[src/verilog/sset_consts.svh]
// Purpose: Register offsets, reset values, field positions and timing figures
// Assumes: 100 MHz clock
// Notes: Included by the enable and timing block
`ifndef SSET_CONSTS_SVH
`define SSET_CONSTS_SVH

// ==========================================================================
// Register offsets
`define SSET_ADDR_ENABLE 8'h80
`define SSET_ADDR_INTEG 8'h81
`define SSET_ADDR_PSAMPLE 8'h82
`define SSET_ADDR_LWAIT 8'h83
`define SSET_ADDR_PWAIT 8'hA9

// ==========================================================================
// Reset values
`define SSET_RST_ENABLE 8'h00
`define SSET_RST_INTEG 8'h00
`define SSET_RST_PSAMPLE 8'h1F
`define SSET_RST_LWAIT 8'h00
`define SSET_RST_PWAIT 8'h00

// ==========================================================================
// Enable register fields
`define SSET_EN_OSC 0
`define SSET_EN_LIGHT 1
`define SSET_EN_PROX 2
`define SSET_EN_LWAIT 3
`define SSET_EN_PWAIT 4

// ==========================================================================
// Timing
`define SSET_CLK_PERIOD_NS 10
`define SSET_LIGHT_STEP_NS 2780000
`define SSET_PROX_STEP_NS 88000
`define SSET_LONG_WAIT_MULT 12
`define SSET_COUNT_PER_STEP 1024
`define SSET_COUNT_MAX 16'hFFFF
`define SSET_FULL_SCALE_STEP 8'h3F

`endif

[src/verilog/sset_pkg.sv]
// Purpose: Shared types of the enable and timing block
// Assumes: Nothing
// Notes: Constants live in sset_consts.svh
package sset_pkg;
   typedef logic [7:0] sset_byte_t;
   typedef logic [15:0] sset_count_t;
endpackage

[src/verilog/sset_enable_timing.sv]
// Purpose: Enable register and measurement timers of a light and proximity sensor
// Assumes: Register port is the internal side of the serial host engine
// Notes: Four repeating down counters, one per timed phase
//
// Summary of operation
// - Enable bit 0 powers the oscillator and converters; while it is low nothing runs.
// - Enable bit 1 turns on the light measurement function.
// - Enable bit 2 turns on the proximity detection function.
// - Enable bit 3 turns on the light wait period set by the light wait register.
// - Enable bit 4 turns on the proximity wait period set by its own wait register.
// - Light integration lasts the register value plus one steps of 2.78 ms.
// - Integration is a down counter loaded from its register that ends at zero.
// - The top light count is 1024 per step minus one, capped at 65535.
// - A proximity sample lasts the register value plus one times 88 us, reset 0x1F.
// - Light wait is a down counter of the register value plus one 2.78 ms steps.
// - With long wait selected the light wait lasts twelve times as long.
`timescale 1ns/1ps
`include "sset_consts.svh"

module sset_enable_timing #(
   parameter int LIGHT_STEP_CYC = `SSET_LIGHT_STEP_NS / `SSET_CLK_PERIOD_NS,
   parameter int PROX_STEP_CYC = `SSET_PROX_STEP_NS / `SSET_CLK_PERIOD_NS
) (
   input wire logic clock,
   input wire logic rst,
   input wire logic [7:0] reg_addr,
   input wire logic reg_wr,
   input wire logic [7:0] reg_wdata,
   input wire logic reg_rd,
   output logic [7:0] reg_rdata,
   input wire logic long_wait_select,
   output logic osc_converter_on,
   output logic light_function_enable,
   output logic proximity_function_enable,
   output logic light_wait_enable,
   output logic prox_wait_enable,
   output logic [3:0] timer_active,
   output logic [3:0] timer_done,
   output logic [15:0] light_max_count
);

   // =======================================================================
   // Elaboration checks
   if (LIGHT_STEP_CYC < 1 || LIGHT_STEP_CYC >= (1 << 20)) begin : g_chk_a
      $error("LIGHT_STEP_CYC out of range");
   end
   if (PROX_STEP_CYC < 1 || PROX_STEP_CYC >= (1 << 20)) begin : g_chk_p
      $error("PROX_STEP_CYC out of range");
   end

   // =======================================================================
   // Functions
   function automatic sset_pkg::sset_count_t sset_max(input sset_pkg::sset_byte_t steps);
      logic [17:0] full;
      full = ({10'h000, steps} + 18'h00001) * 18'(`SSET_COUNT_PER_STEP) - 18'h00001;
      if (steps >= `SSET_FULL_SCALE_STEP) begin
         sset_max = `SSET_COUNT_MAX;
      end else begin
         sset_max = full[15:0];
      end
   endfunction

   function automatic sset_pkg::sset_byte_t sset_read(input logic [7:0] a,
         input sset_pkg::sset_byte_t en, input sset_pkg::sset_byte_t it,
         input sset_pkg::sset_byte_t pr, input sset_pkg::sset_byte_t lw,
         input sset_pkg::sset_byte_t pw);
      case (a)
         `SSET_ADDR_ENABLE: sset_read = en;
         `SSET_ADDR_INTEG: sset_read = it;
         `SSET_ADDR_PSAMPLE: sset_read = pr;
         `SSET_ADDR_LWAIT: sset_read = lw;
         `SSET_ADDR_PWAIT: sset_read = pw;
         default: sset_read = 8'h00;
      endcase
   endfunction

   // =======================================================================
   // Registers
   sset_pkg::sset_byte_t en_r, en_nxt, integ_r, integ_nxt, psample_r, psample_nxt;
   sset_pkg::sset_byte_t lwait_r, lwait_nxt, pwait_r, pwait_nxt, rdata_r, rdata_nxt;
   sset_pkg::sset_count_t max_r, max_nxt;
   logic [3:0] go;
   logic [3:0] start;
   sset_pkg::sset_byte_t ld [4];
   logic [3:0] mul_ld [4];

   always_comb begin
      en_nxt = en_r;
      integ_nxt = integ_r;
      psample_nxt = psample_r;
      lwait_nxt = lwait_r;
      pwait_nxt = pwait_r;
      rdata_nxt = rdata_r;
      if (reg_wr) begin
         // All bits stored as written; upper enable bits are left to software
         unique case (reg_addr)
            `SSET_ADDR_ENABLE: en_nxt = reg_wdata;
            `SSET_ADDR_INTEG: integ_nxt = reg_wdata;
            `SSET_ADDR_PSAMPLE: psample_nxt = reg_wdata;
            `SSET_ADDR_LWAIT: lwait_nxt = reg_wdata;
            `SSET_ADDR_PWAIT: pwait_nxt = reg_wdata;
            default: ;
         endcase
      end
      if (reg_rd) begin
         rdata_nxt = sset_read(reg_addr, en_r, integ_r, psample_r, lwait_r, pwait_r);
      end
   end

   always_ff @(posedge clock) begin
      if (rst) begin
         en_r <= `SSET_RST_ENABLE;
         integ_r <= `SSET_RST_INTEG;
         psample_r <= `SSET_RST_PSAMPLE;
         lwait_r <= `SSET_RST_LWAIT;
         pwait_r <= `SSET_RST_PWAIT;
         rdata_r <= 8'h00;
      end else begin
         en_r <= en_nxt;
         integ_r <= integ_nxt;
         psample_r <= psample_nxt;
         lwait_r <= lwait_nxt;
         pwait_r <= pwait_nxt;
         rdata_r <= rdata_nxt;
      end
   end

   assign reg_rdata = rdata_r;
   assign osc_converter_on = en_r[`SSET_EN_OSC];
   assign light_function_enable = en_r[`SSET_EN_LIGHT];
   assign proximity_function_enable = en_r[`SSET_EN_PROX];
   assign light_wait_enable = en_r[`SSET_EN_LWAIT];
   assign prox_wait_enable = en_r[`SSET_EN_PWAIT];

   // =======================================================================
   // Channel steering: 0 integration, 1 prox sample, 2 light wait, 3 prox wait
   always_comb begin
      go[0] = en_r[`SSET_EN_OSC] & en_r[`SSET_EN_LIGHT];
      go[1] = en_r[`SSET_EN_OSC] & en_r[`SSET_EN_PROX];
      go[2] = go[0] & en_r[`SSET_EN_LWAIT];
      go[3] = go[1] & en_r[`SSET_EN_PWAIT];
      ld[0] = integ_r;
      ld[1] = psample_r;
      ld[2] = lwait_r;
      ld[3] = pwait_r;
      mul_ld[0] = 4'h0;
      mul_ld[1] = 4'h0;
      mul_ld[2] = long_wait_select ? 4'(`SSET_LONG_WAIT_MULT - 1) : 4'h0;
      mul_ld[3] = 4'h0;
   end

   // =======================================================================
   // Repeating down counters
   for (genvar i = 0; i < 4; i++) begin : gen_ch
      localparam logic [19:0] STEP_M1 = (i == 1) ? 20'(PROX_STEP_CYC - 1)
                                                 : 20'(LIGHT_STEP_CYC - 1);
      logic run_r, run_nxt, done_r, done_nxt, start_w;
      logic [19:0] pre_r, pre_nxt;
      logic [7:0] cnt_r, cnt_nxt;
      logic [3:0] mul_r, mul_nxt;

      always_comb begin
         run_nxt = run_r;
         pre_nxt = pre_r;
         cnt_nxt = cnt_r;
         mul_nxt = mul_r;
         done_nxt = 1'b0;
         start_w = 1'b0;
         if (!go[i]) begin
            // Idle while powered down or disabled
            run_nxt = 1'b0;
            pre_nxt = 20'h00000;
            cnt_nxt = 8'h00;
            mul_nxt = 4'h0;
         end else if (!run_r) begin
            // Register value taken here and again at each terminal count reload
            start_w = 1'b1;
            run_nxt = 1'b1;
            pre_nxt = STEP_M1;
            cnt_nxt = ld[i];
            mul_nxt = mul_ld[i];
         end else if (pre_r != 20'h00000) begin
            pre_nxt = pre_r - 20'h00001;
         end else begin
            pre_nxt = STEP_M1;
            if (mul_r != 4'h0) begin
               mul_nxt = mul_r - 4'h1;
            end else begin
               mul_nxt = mul_ld[i];
               if (cnt_r != 8'h00) begin
                  cnt_nxt = cnt_r - 8'h01;
               end else begin
                  // Terminal count ends the period and reloads
                  done_nxt = 1'b1;
                  start_w = 1'b1;
                  cnt_nxt = ld[i];
               end
            end
         end
      end

      always_ff @(posedge clock) begin
         if (rst) begin
            run_r <= 1'b0;
            pre_r <= 20'h00000;
            cnt_r <= 8'h00;
            mul_r <= 4'h0;
            done_r <= 1'b0;
         end else begin
            run_r <= run_nxt;
            pre_r <= pre_nxt;
            cnt_r <= cnt_nxt;
            mul_r <= mul_nxt;
            done_r <= done_nxt;
         end
      end

      assign timer_active[i] = run_r;
      assign timer_done[i] = done_r;
      assign start[i] = start_w;
   end

   // =======================================================================
   // Top reachable light count
   always_comb begin
      max_nxt = max_r;
      if (start[0]) begin
         max_nxt = sset_max(integ_r);
      end
   end

   always_ff @(posedge clock) begin
      if (rst) begin
         max_r <= 16'h0000;
      end else begin
         max_r <= max_nxt;
      end
   end

   assign light_max_count = max_r;
endmodule

[config.mk]
export PLATFORM = sky130hd
export DESIGN_NAME = sset_enable_timing
export DESIGN_NICKNAME = d
export VERILOG_FILES = /design/src/verilog/sset_pkg.sv /design/src/verilog/sset_enable_timing.sv
export VERILOG_INCLUDE_DIRS = /design/src /design/src/verilog
export SDC_FILE = /design/constraint.sdc
export NUM_CORES = 1
export LEC_CHECK = 0
export ABC_CLOCK_PERIOD_IN_PS = 4600
export BUFFER_PORTS_ARGS = -buffer_cell sky130_fd_sc_hd__buf_2
export CAP_MARGIN = 15
export CORE_MARGIN = 5
export CORE_UTILIZATION = 50
export DETAILED_ROUTE_END_ITERATION = 12
export GPL_TIMING_DRIVEN = 0
export PLACE_DENSITY = 0.78
export SETUP_SLACK_MARGIN = 0.2
export SKIP_CTS_REPAIR_TIMING = 1
export SYNTH_ARGS = -nofsm -noshare
export SYNTH_HDL_FRONTEND = slang
export SYNTH_SLANG_ARGS = --single-unit
export TNS_END_PERCENT = 10
[constraint.sdc]
create_clock -name clock -period 4.6 [get_ports clock]
set_clock_uncertainty 0.1 [all_clocks]
set_input_delay 0.92 -clock clock [delete_from_list [all_inputs] [get_ports clock]]
set_output_delay 0.92 -clock clock [all_outputs]
set_load 0.05 [all_outputs]
==> results of run 1 <==
cell usage after synthesis (7+ instances only):
cell type,number,area (um^2)
dfxtp_1,191,3820
a21oi_1,125,626
nand2_1,110,413
nor2_1,96,360
nand3_1,53,265
xnor2_1,52,455
nor3_1,50,250
clkbuf_1,39,146
inv_1,34,128
o21ai_0,31,155
or4_1,25,188
ha_1,19,238
or3_1,18,113
buf_4,17,128
xor2_1,17,149
nor4_1,16,100
and2_1,13,81.3
or2_2,13,81.3
mux2i_1,11,110
o211ai_1,11,82.6
nor2b_1,10,62.6
a221oi_1,8,70.1
a22oi_1,8,60.1
a311oi_1,8,70.1
a31oi_1,8,50.1
o31ai_1,7,52.6
how the worst min path moves through the flow:
| stage | cells past startpoint | startpoint | to | slack [ps] |
|---|---|---|---|---|
| 2_1_floorplan | 2 | en_r[6] | en_r[6] | 340 |
| 3_3_place_gp | 2 | en_r[7] | en_r[7] | 350 |
| 3_5_place_dp | 2 | en_r[5] | en_r[5] | 350 |
| 4_1_cts | 2 | en_r[5] | en_r[5] | 360 |
| 5_1_grt | 2 | gen_ch[3].pre_r[4] | gen_ch[3].pre_r[4] | 380 |
| 6_report | 2 | gen_ch[1].pre_r[7] | gen_ch[1].pre_r[7] | 360 |
cell type report:
| cell class | instances | area (um^2) |
|---|---|---|
| clock buffer | 21 | 450 |
| multi-input combinational | 809 | 4940 |
| inverter | 35 | 131 |
| fill | 1602 | 7660 |
| sequential | 191 | 3820 |
| buffer | 64 | 319 |
| clock inverter | 11 | 134 |
| timing repair buffer | 56 | 280 |
| tap | 229 | 287 |
report_power, final:
group	total, mW	switching (mW)	internal, mW
Clock	1.47	0.647	0.821
Combinational	0.0691	0.0515	0.0176
Sequential	1.66	0.00285	1.66
per-stage QoR:
step,util (%),area (um^2)
after global routing,57.5,10400
after global placement,54.3,9780
after floorplan,-,9210
after detailed placement,54.3,9780
after CTS,57.5,10400
final,57.5,10400
state kept, by name (all words and copies together) (netlist names):
| name | count |
|---|---|
| integ_r | 8 |
| reg_rdata | 8 |
| gen_ch.run_r | 4 |
| gen_ch.pre_r | 80 |
| pwait_r | 8 |
| psample_r | 8 |
| gen_ch.cnt_r | 32 |
| en_r | 8 |
| gen_ch.mul_r | 16 |
| gen_ch.done_r | 4 |
| light_max_count | 7 |
| lwait_r | 8 |
critical path, delay by kind of cell:
family,cells,cell delay [ps]
buffers and inverters,3,660
and+or+nand+nor,4,1780
AOI/OAI and AO/OA,1,70
kinds of logic (layout without fill, tap and decap cells):
group / after synthesis / in the layout
AO/OA/AOI/OAI: 257 / 257
XOR/XNOR: 69 / 69
adder cells (fa/ha/maj): 19 / 19
buffers and inverters: 99 / 187
flip-flops: 191 / 191
multiplexers: 14 / 14
AND/OR/NAND/NOR: 450 / 450
layer usage:
metal / track usage (%) / vias up / share of wire (%)
li1: - / 4070 / -
met1: 27.5 / 3754 / 45
met2: 30.6 / 272 / 45
met3: 5.42 / 40 / 7.3
met4: 6.90 / 0 / 2.5
met5: 0 / - / 0
==> out/qor.csv, run 1 <==
stage;metric;value;unit
status;status;finished clean;
clock_tree;cts.htree.levels;4;
yosys;synth-compound-area-share;17.7;%
setup_path;crit_end;pwait_r[5];
setup_path;end_kind;flop;
finish;insertedDiodeCount;0;
floorplan;die_area;21200;um^2
finish;layout_common_cells;191 x dfxtp_1, 125 x a21oi_1, 110 x nand2_1;
placed_design;numPortBuffers;56;
grt;antenna_found_initial;0;
routing;drc_errors;0;
setup_path;crit_path_start;reg_addr[2];
floorplan;fp.coreArea;18000;um^2
finish;final_common_cell;dfxtp_1;
timing;finalCritPeriodShare;70.4;%
yosys;ys_seq_area_share;41.5;%
worst_hold_path;hold_class;flop to flop;
clock_tree;clkTransAtPathRegs;70;ps
setup_path;criticalPathCategory;primary input to flop;
routing;drtPass1Iterations;6;
yosys;synth_cells;1099;
finish;nets;1214;
placed_design;gp_congestion;0.899;
timing;hold_slack;361;ps
finish;area_growth;12.5;%
timing;finalHoldViolCount;0;
yosys;ys_ff_latch;191;
yosys;synth_cell_types;71;
floorplan;die_x;146;um
timing;period_needed;3240;ps
yosys;synth-simple-area-share;25.2;%
yosys;synth_top_family_by_area;simple AND/OR/NAND/NOR gates;
setup_path;critPathRequiredTime;4790;ps
grt;grt_pass1_vias;7422;
yosys;synth-xor-area-share;6.56;%
yosys;synth_edf_count;0;
setup_path;start_kind;primary input;
placed_design;dp_cells;1384;
grt;gr-total-overflow;0;
timing;fin_ws;1360;ps
floorplan;dieHeight;146;um
yosys;synthFlopType;dfxtp_1;
floorplan;start_util;51.1;%
routing;wl_per_cell;15.4;um
grt;grt_start_max_net_pins;17;
placed_design;pre_cts_ws;1010;ps
setup_path;r2r_end;light_max_count[13];
finish;instances_no_fill;1416;
clock_tree;cts_tree;done;
yosys;synth_adder_area_share;2.58;%
yosys;async_reset_ff_share;0;%
routing;vias;8136;
timing;final_max_slew_viol_count;0;
setup_path;reg2regPathDepth;5;
timing;setup_violations;0;
floorplan;rows;49;
yosys;synth_fp_nets;1139;
routing;antenna_left;0;
clock_tree;cts_buffers;17;
timing;rsz0062_at_grt;false;
power;p_total;3.20;mW
timing;relSlewSlack;32.5;%
clock_tree;cts_sinks;191;
setup_path;reg2reg_from;gen_ch[0].pre_r[3];
timing;timing.setup.tns;0;ps
yosys;syn_area_per_cell;8.38;um^2
job;drv_cap;0;
setup_path;critPathSlowestCell;nor4_2;
clock_tree;clk_latency;430;ps
yosys;synthMuxAreaShare;1.56;%
routing;vias_per_cell;5.75;
setup_path;critPathMaxStageDelay;840;ps
grt;track_usage;20.1;%
finish;layout-drive-gt1-share;12.9;%
yosys;synth_area;9210;um^2
routing;drt_iter0_drc;776;
setup_path;ff2ff_setup_slack;1840;ps
grt;grt_first_pass_wirelength;36.2;mm
clock_tree;cts_buffer_depth;2;
placed_design;hpwl;15.5;mm
yosys;yosys_warnings;0;
timing;fmax;0.309;GHz
clock_tree;cts-root-buf;clkbuf_16;
floorplan;io_pins;58;
power;vdd_drop_max;0.389;mV
setup_path;critical_path.max_fanout;10;
setup_path;crit_path_cell_trace;buf_2 > or4b_1 > clkbuf_1 > nor4_2 > clkbuf_1 > nand2_1 > nand2_1 > a21oi_1;
power;power.leakage;4.39;nW
timing;tightest_slew;1000;ps
routing;drt_wl_total;21.8;mm
setup_path;crit_arrival;3430;ps
power;p_per_area;308;nW/um^2
No activity file was read; power rests on OpenSTA's default activity.
==> run 2, diff against run 1 <==
--- a/config.mk
+++ b/config.mk
@@ -6,7 +6,7 @@
 export SDC_FILE = /design/constraint.sdc
 export NUM_CORES = 1
 export LEC_CHECK = 0
-export ABC_CLOCK_PERIOD_IN_PS = 4600
+export ABC_CLOCK_PERIOD_IN_PS = 3100
 export BUFFER_PORTS_ARGS = -buffer_cell sky130_fd_sc_hd__buf_2
 export CAP_MARGIN = 15
 export CORE_MARGIN = 5
==> constraint.sdc (replaced) <==
create_clock -name clock -period 3.1 [get_ports clock]
set_clock_uncertainty 0.1 [all_clocks]
set_input_delay 0.62 -clock clock [delete_from_list [all_inputs] [get_ports clock]]
set_output_delay 0.62 -clock clock [all_outputs]
set_load 0.05 [all_outputs]
==> out/qor.csv, run 2 (synthesis gave the netlist of run 1 again) <==
stage;metric;value;unit
timing;relSlewSlack;29.0;%
floorplan;die_area;21200;um^2
finish;area_growth;12.6;%
grt;track_usage;20.1;%
setup_path;ff2ff_setup_slack;320;ps
routing;drt_iter0_drc;824;
routing;drc_errors;0;
clock_tree;cts_buffer_depth;2;
clock_tree;cts_sinks;191;
finish;layout-drive-gt1-share;12.9;%
floorplan;rows;49;
setup_path;start_kind;primary input;
finish;instances_no_fill;1416;
clock_tree;cts_buffers;17;
floorplan;die_x;146;um
finish;nets;1214;
power;combinationalPowerShare;2.2;%
timing;rsz0062_at_grt;true;
timing;tightest_slew;1060;ps
routing;vias_per_cell;5.72;
placed_design;gp_congestion;0.899;
power;power.share.clock;45.9;%
timing;setup_violations;0;
finish;layout_common_cells;191 x dfxtp_1, 125 x a21oi_1, 110 x nand2_1;
timing;final_max_slew_viol_count;0;
finish;largest_reg_flops;80;
setup_path;criticalPathCategory;primary input to flop;
setup_path;critPathRequiredTime;3330;ps
timing;fin_ws;268;ps
finish;n_fill_cell;1602;
grt;gr-total-overflow;0;
power;power.leakage;4.39;nW
finish;top_regs;gen_ch.pre_r x80, gen_ch.cnt_r x32, gen_ch.mul_r x16;
power;p_sw_share;22.0;%
power;p_per_area;458;nW/um^2
power;p_switching;1.04;mW
timing;finalHoldViolCount;0;
finish;regMostFlops;gen_ch.pre_r;
finish;final_common_cell;dfxtp_1;
power;seq_power_share;51.9;%
placed_design;dp_cells;1384;
floorplan;dieHeight;146;um
power;vdd_drop_max;0.577;mV
timing;period_needed;2830;ps
routing;antenna_left;0;
power;internal_power;3.70;mW
floorplan;start_util;51.1;%
grt;antenna_found_initial;0;
setup_path;end_kind;flop;
finish;insertedDiodeCount;0;
timing;fmax;0.353;GHz
setup_path;critical_path.max_fanout;10;
routing;wl_per_cell;15.3;um
status;status;finished clean;
placed_design;pre_cts_ws;-188;ps
clock_tree;clkTransAtPathRegs;70;ps
setup_path;crit_arrival;3060;ps
routing;drt_wl_total;21.7;mm
placed_design;numPortBuffers;56;
routing;vias;8094;
grt;grt_pass1_vias;7422;
clock_tree;cts_tree;done;
floorplan;fp.coreArea;18000;um^2
finish;utilization;57.5;%
timing;hold_slack;361;ps
worst_hold_path;hold_class;flop to flop;
timing;finalCritPeriodShare;91.4;%
grt;grt_first_pass_wirelength;36.2;mm
grt;grt_start_max_net_pins;17;
placed_design;hpwl;15.5;mm
clock_tree;clk_latency;430;ps
floorplan;io_pins;58;
clock_tree;cts-root-buf;clkbuf_16;
clock_tree;cts.htree.levels;4;
routing;drtPass1Iterations;5;
job;drv_cap;0;
## run 2: cell counts in the layout (fill, tap and decap cells not counted)
Identical to the previous run, type by type.
## run 2: layout make-up
type	count	area (um^2)	share of cell area, %
well taps	229	287	2.76
multi-input cells	809	4950	47.7
clock buffers	21	450	4.34
flip-flops and latches	191	3820	36.9
repair buffers	56	280	2.70
clock inverters	11	134	1.29
plain buffers	64	319	3.08
inverters	35	131	1.27
## run 2: through the flow
| step | area (um^2) | TNS [ps] | power, mW |
|---|---|---|---|
| after CTS | 10400 | 0 | 4.77 |
| final | 10400 | 0 | 4.75 |
| after detailed placement | 9780 | -1750 | 2.62 |
| after global placement | 9780 | -1150 | 2.62 |
| after global routing | 10400 | 0 | 4.89 |
| after floorplan | 9210 | 0 | 2.57 |
## run 2: power groups by stage
| stage | Sequential, mW | Clock (mW) | Combinational (mW) |
|---|---|---|---|
| 3_3_place_gp | 2.52 | 0 | 0.0994 |
| 4_1_cts | 2.46 | 2.20 | 0.101 |
| 3_5_place_dp | 2.52 | 0 | 0.100 |
| 5_1_grt | 2.46 | 2.32 | 0.110 |
| 6_report | 2.46 | 2.18 | 0.103 |
| 2_1_floorplan | 2.53 | 0 | 0.0378 |
## run 2: worst max-delay path: stages
cell and delay [ps]:
buf_2 90, or4b_1 510, clkbuf_1 220, nor4_2 780
clkbuf_1 400, a22oi_1 180, a311oi_1 280
## run 2: path summary, 6_finish.rpt
path,to,from,cells after the start
setup reg to reg,light_max_count[13],gen_ch[0].pre_r[3],5
hold reg to reg,gen_ch[1].pre_r[7],gen_ch[1].pre_r[7],2
setup / recovery,reg_rdata[6],reg_addr[2],7
hold / removal,gen_ch[1].pre_r[7],gen_ch[1].pre_r[7],2
## run 2: routing by layer
layer  routed length (um)  vias to the layer above  GRT usage (%)  share of wire [%]
met4                  520                        0           6.90                2.4
met1                 9960                     3734           27.5                 46
li1                     -                     4066              -                  -
met3                 1450                       39           5.42                6.7
met5                    0                        -              0                  0
met2                 9770                      255           30.6                 45
==> run 3, diff against run 2 <==
--- a/config.mk
+++ b/config.mk
@@ -14,6 +14,7 @@
 export DETAILED_ROUTE_END_ITERATION = 12
 export GPL_TIMING_DRIVEN = 0
 export PLACE_DENSITY = 0.78
+export RECOVER_POWER = 25
 export SETUP_SLACK_MARGIN = 0.2
 export SKIP_CTS_REPAIR_TIMING = 1
 export SYNTH_ARGS = -nofsm -noshare
==> out/qor.csv, run 3 (synthesis gave the netlist of run 1 again) <==
stage;metric;value;unit
setup_path;critPathMaxStageDelay;780;ps
finish;instances_no_fill;1416;
routing;drt_wl_total;21.8;mm
timing;final_max_slew_viol_count;0;
clock_tree;cts_tree;done;
setup_path;end_kind;flop;
placed_design;numPortBuffers;56;
clock_tree;clk_latency;430;ps
setup_path;criticalPathCategory;primary input to flop;
finish;area_growth;12.1;%
routing;drt_iter0_drc;840;
clock_tree;cts_buffer_depth;2;
timing;finalHoldViolCount;0;
finish;regMostFlops;gen_ch.pre_r;
power;power.share.clock;46.0;%
placed_design;pre_cts_ws;-188;ps
status;status;finished clean;
floorplan;start_util;51.1;%
routing;antenna_left;0;
grt;antenna_found_initial;0;
setup_path;worst-path-buf-inv;3;
grt;gr-total-overflow;0;
placed_design;dp_cells;1384;
finish;n_fill_cell;1622;
routing;drc_errors;0;
setup_path;crit_path_start;reg_addr[2];
timing;period_needed;2840;ps
setup_path;critical_path.max_fanout;10;
clock_tree;cts_buffers;17;
setup_path;start_kind;primary input;
worst_hold_path;hold_class;flop to flop;
power;p_per_area;460;nW/um^2
routing;wl_per_cell;15.4;um
finish;largest_reg_flops;80;
setup_path;cp_top_family;simple AND/OR/NAND/NOR gates;
timing;hold_slack;361;ps
grt;grt_start_max_net_pins;17;
setup_path;critPathSlowestCell;nor4_2;
finish;layout-drive-gt1-share;9.77;%
grt;grt_first_pass_wirelength;36.2;mm
setup_path;reg2regPathDepth;5;
setup_path;crit_path_cell_trace;buf_2 > or4b_1 > clkbuf_1 > nor4_2 > clkbuf_1 > a22oi_1 > a311oi_1;
finish;nets;1214;
setup_path;crit_end;reg_rdata[6];
power;internal_power;3.70;mW
floorplan;rows;49;
timing;rsz0062_at_grt;true;
clock_tree;cts-root-buf;clkbuf_16;
power;combinationalPowerShare;2.1;%
power;p_switching;1.05;mW
setup_path;crit_arrival;3070;ps
placed_design;hpwl;15.5;mm
clock_tree;cts_sinks;191;
timing;setup_violations;0;
timing;fmax;0.352;GHz
power;power.leakage;4.23;nW
timing;tightest_slew;1080;ps
placed_design;gp_congestion;0.899;
grt;grt_pass1_vias;7422;
floorplan;die_area;21200;um^2
grt;track_usage;20.1;%
job;drv_cap;0;
setup_path;cp_common_cell;clkbuf_1;
clock_tree;clkTransAtPathRegs;70;ps
routing;vias;8133;
setup_path;reg2reg_from;gen_ch[0].pre_r[3];
floorplan;io_pins;58;
power;p_sw_share;22.0;%
floorplan;die_x;146;um
timing;fin_ws;257;ps
finish;top_regs;gen_ch.pre_r x80, gen_ch.cnt_r x32, gen_ch.mul_r x16;
power;vdd_drop_max;0.576;mV
setup_path;ff2ff_setup_slack;320;ps
setup_path;worst-path-stages;7;
clock_tree;cts.htree.levels;4;
finish;insertedDiodeCount;0;
timing;relSlewSlack;27.6;%
setup_path;critPathRequiredTime;3330;ps
floorplan;fp.coreArea;18000;um^2
routing;drtPass1Iterations;8;
floorplan;dieHeight;146;um
power;seq_power_share;51.9;%
finish;layout_common_cells;191 x dfxtp_1, 125 x a21oi_1, 110 x nand2_1;
setup_path;r2r_end;light_max_count[13];
routing;vias_per_cell;5.74;
finish;final_common_cell;dfxtp_1;
timing;finalCritPeriodShare;91.7;%
==> run 3: cell count changes in the layout (fill, tap and decap cells not counted), sizes merged <==
| cell | change |
|---|---|
| buf | -37 |
| clkbuf | +37 |
==> run 3: stage by stage <==
step / area [um^2] / total power [mW] / util (%) / setup TNS, ps
after global routing: 10300 / 4.89 / 57.3 / 0
final: 10300 / 4.75 / 57.3 / 0
after floorplan: 9210 / 2.57 / - / 0
after global placement: 9780 / 2.62 / 54.3 / -1150
after CTS: 10400 / 4.77 / 57.5 / 0
after detailed placement: 9780 / 2.62 / 54.3 / -1750
==> run 3: cell type report <==
| class | count | area, um^2 | area share, % |
|---|---|---|---|
| clock buffers | 21 | 450 | 4.36 |
| flip-flops and latches | 191 | 3820 | 37.0 |
| repair buffers | 56 | 234 | 2.27 |
| well taps | 229 | 287 | 2.77 |
| inverters | 35 | 131 | 1.27 |
| plain buffers | 64 | 319 | 3.09 |
| clock inverters | 11 | 134 | 1.30 |
| multi-input cells | 809 | 4950 | 47.9 |
==> run 3: worst min-delay path, cell delays in order (launching register included) <==
cell     delay [ps]
dfxtp_1         310
o41ai_1          50
a21oi_1          60
==> run 3: worst min path at each step <==
stage                       start                  to  slack [ps]  depth (start not counted)
2_1_floorplan             en_r[6]             en_r[6]         340                          2
4_1_cts                   en_r[5]             en_r[5]         360                          2
3_5_place_dp              en_r[5]             en_r[5]         350                          2
3_3_place_gp              en_r[7]             en_r[7]         350                          2
5_1_grt        gen_ch[3].pre_r[4]  gen_ch[3].pre_r[4]         380                          2
6_report       gen_ch[1].pre_r[7]  gen_ch[1].pre_r[7]         360                          2
==> run 3: power by group through the flow <==
| stage | registers, mW | clock network (mW) | logic, mW |
|---|---|---|---|
| after global placement | 2.52 | 0 | 0.0994 |
| after CTS | 2.46 | 2.20 | 0.101 |
| final | 2.46 | 2.18 | 0.102 |
| after floorplan | 2.53 | 0 | 0.0378 |
| after global routing | 2.46 | 2.32 | 0.109 |
| after detailed placement | 2.52 | 0 | 0.100 |
==> run 3: routing by layer <==
layer | up-vias | share of wire [%] | GRT usage, %
met3 | 39 | 7.4 | 5.42
met4 | 0 | 2.3 | 6.90
met5 | - | 0 | 0
met1 | 3759 | 45 | 27.5
li1 | 4057 | - | -
met2 | 278 | 45 | 30.6
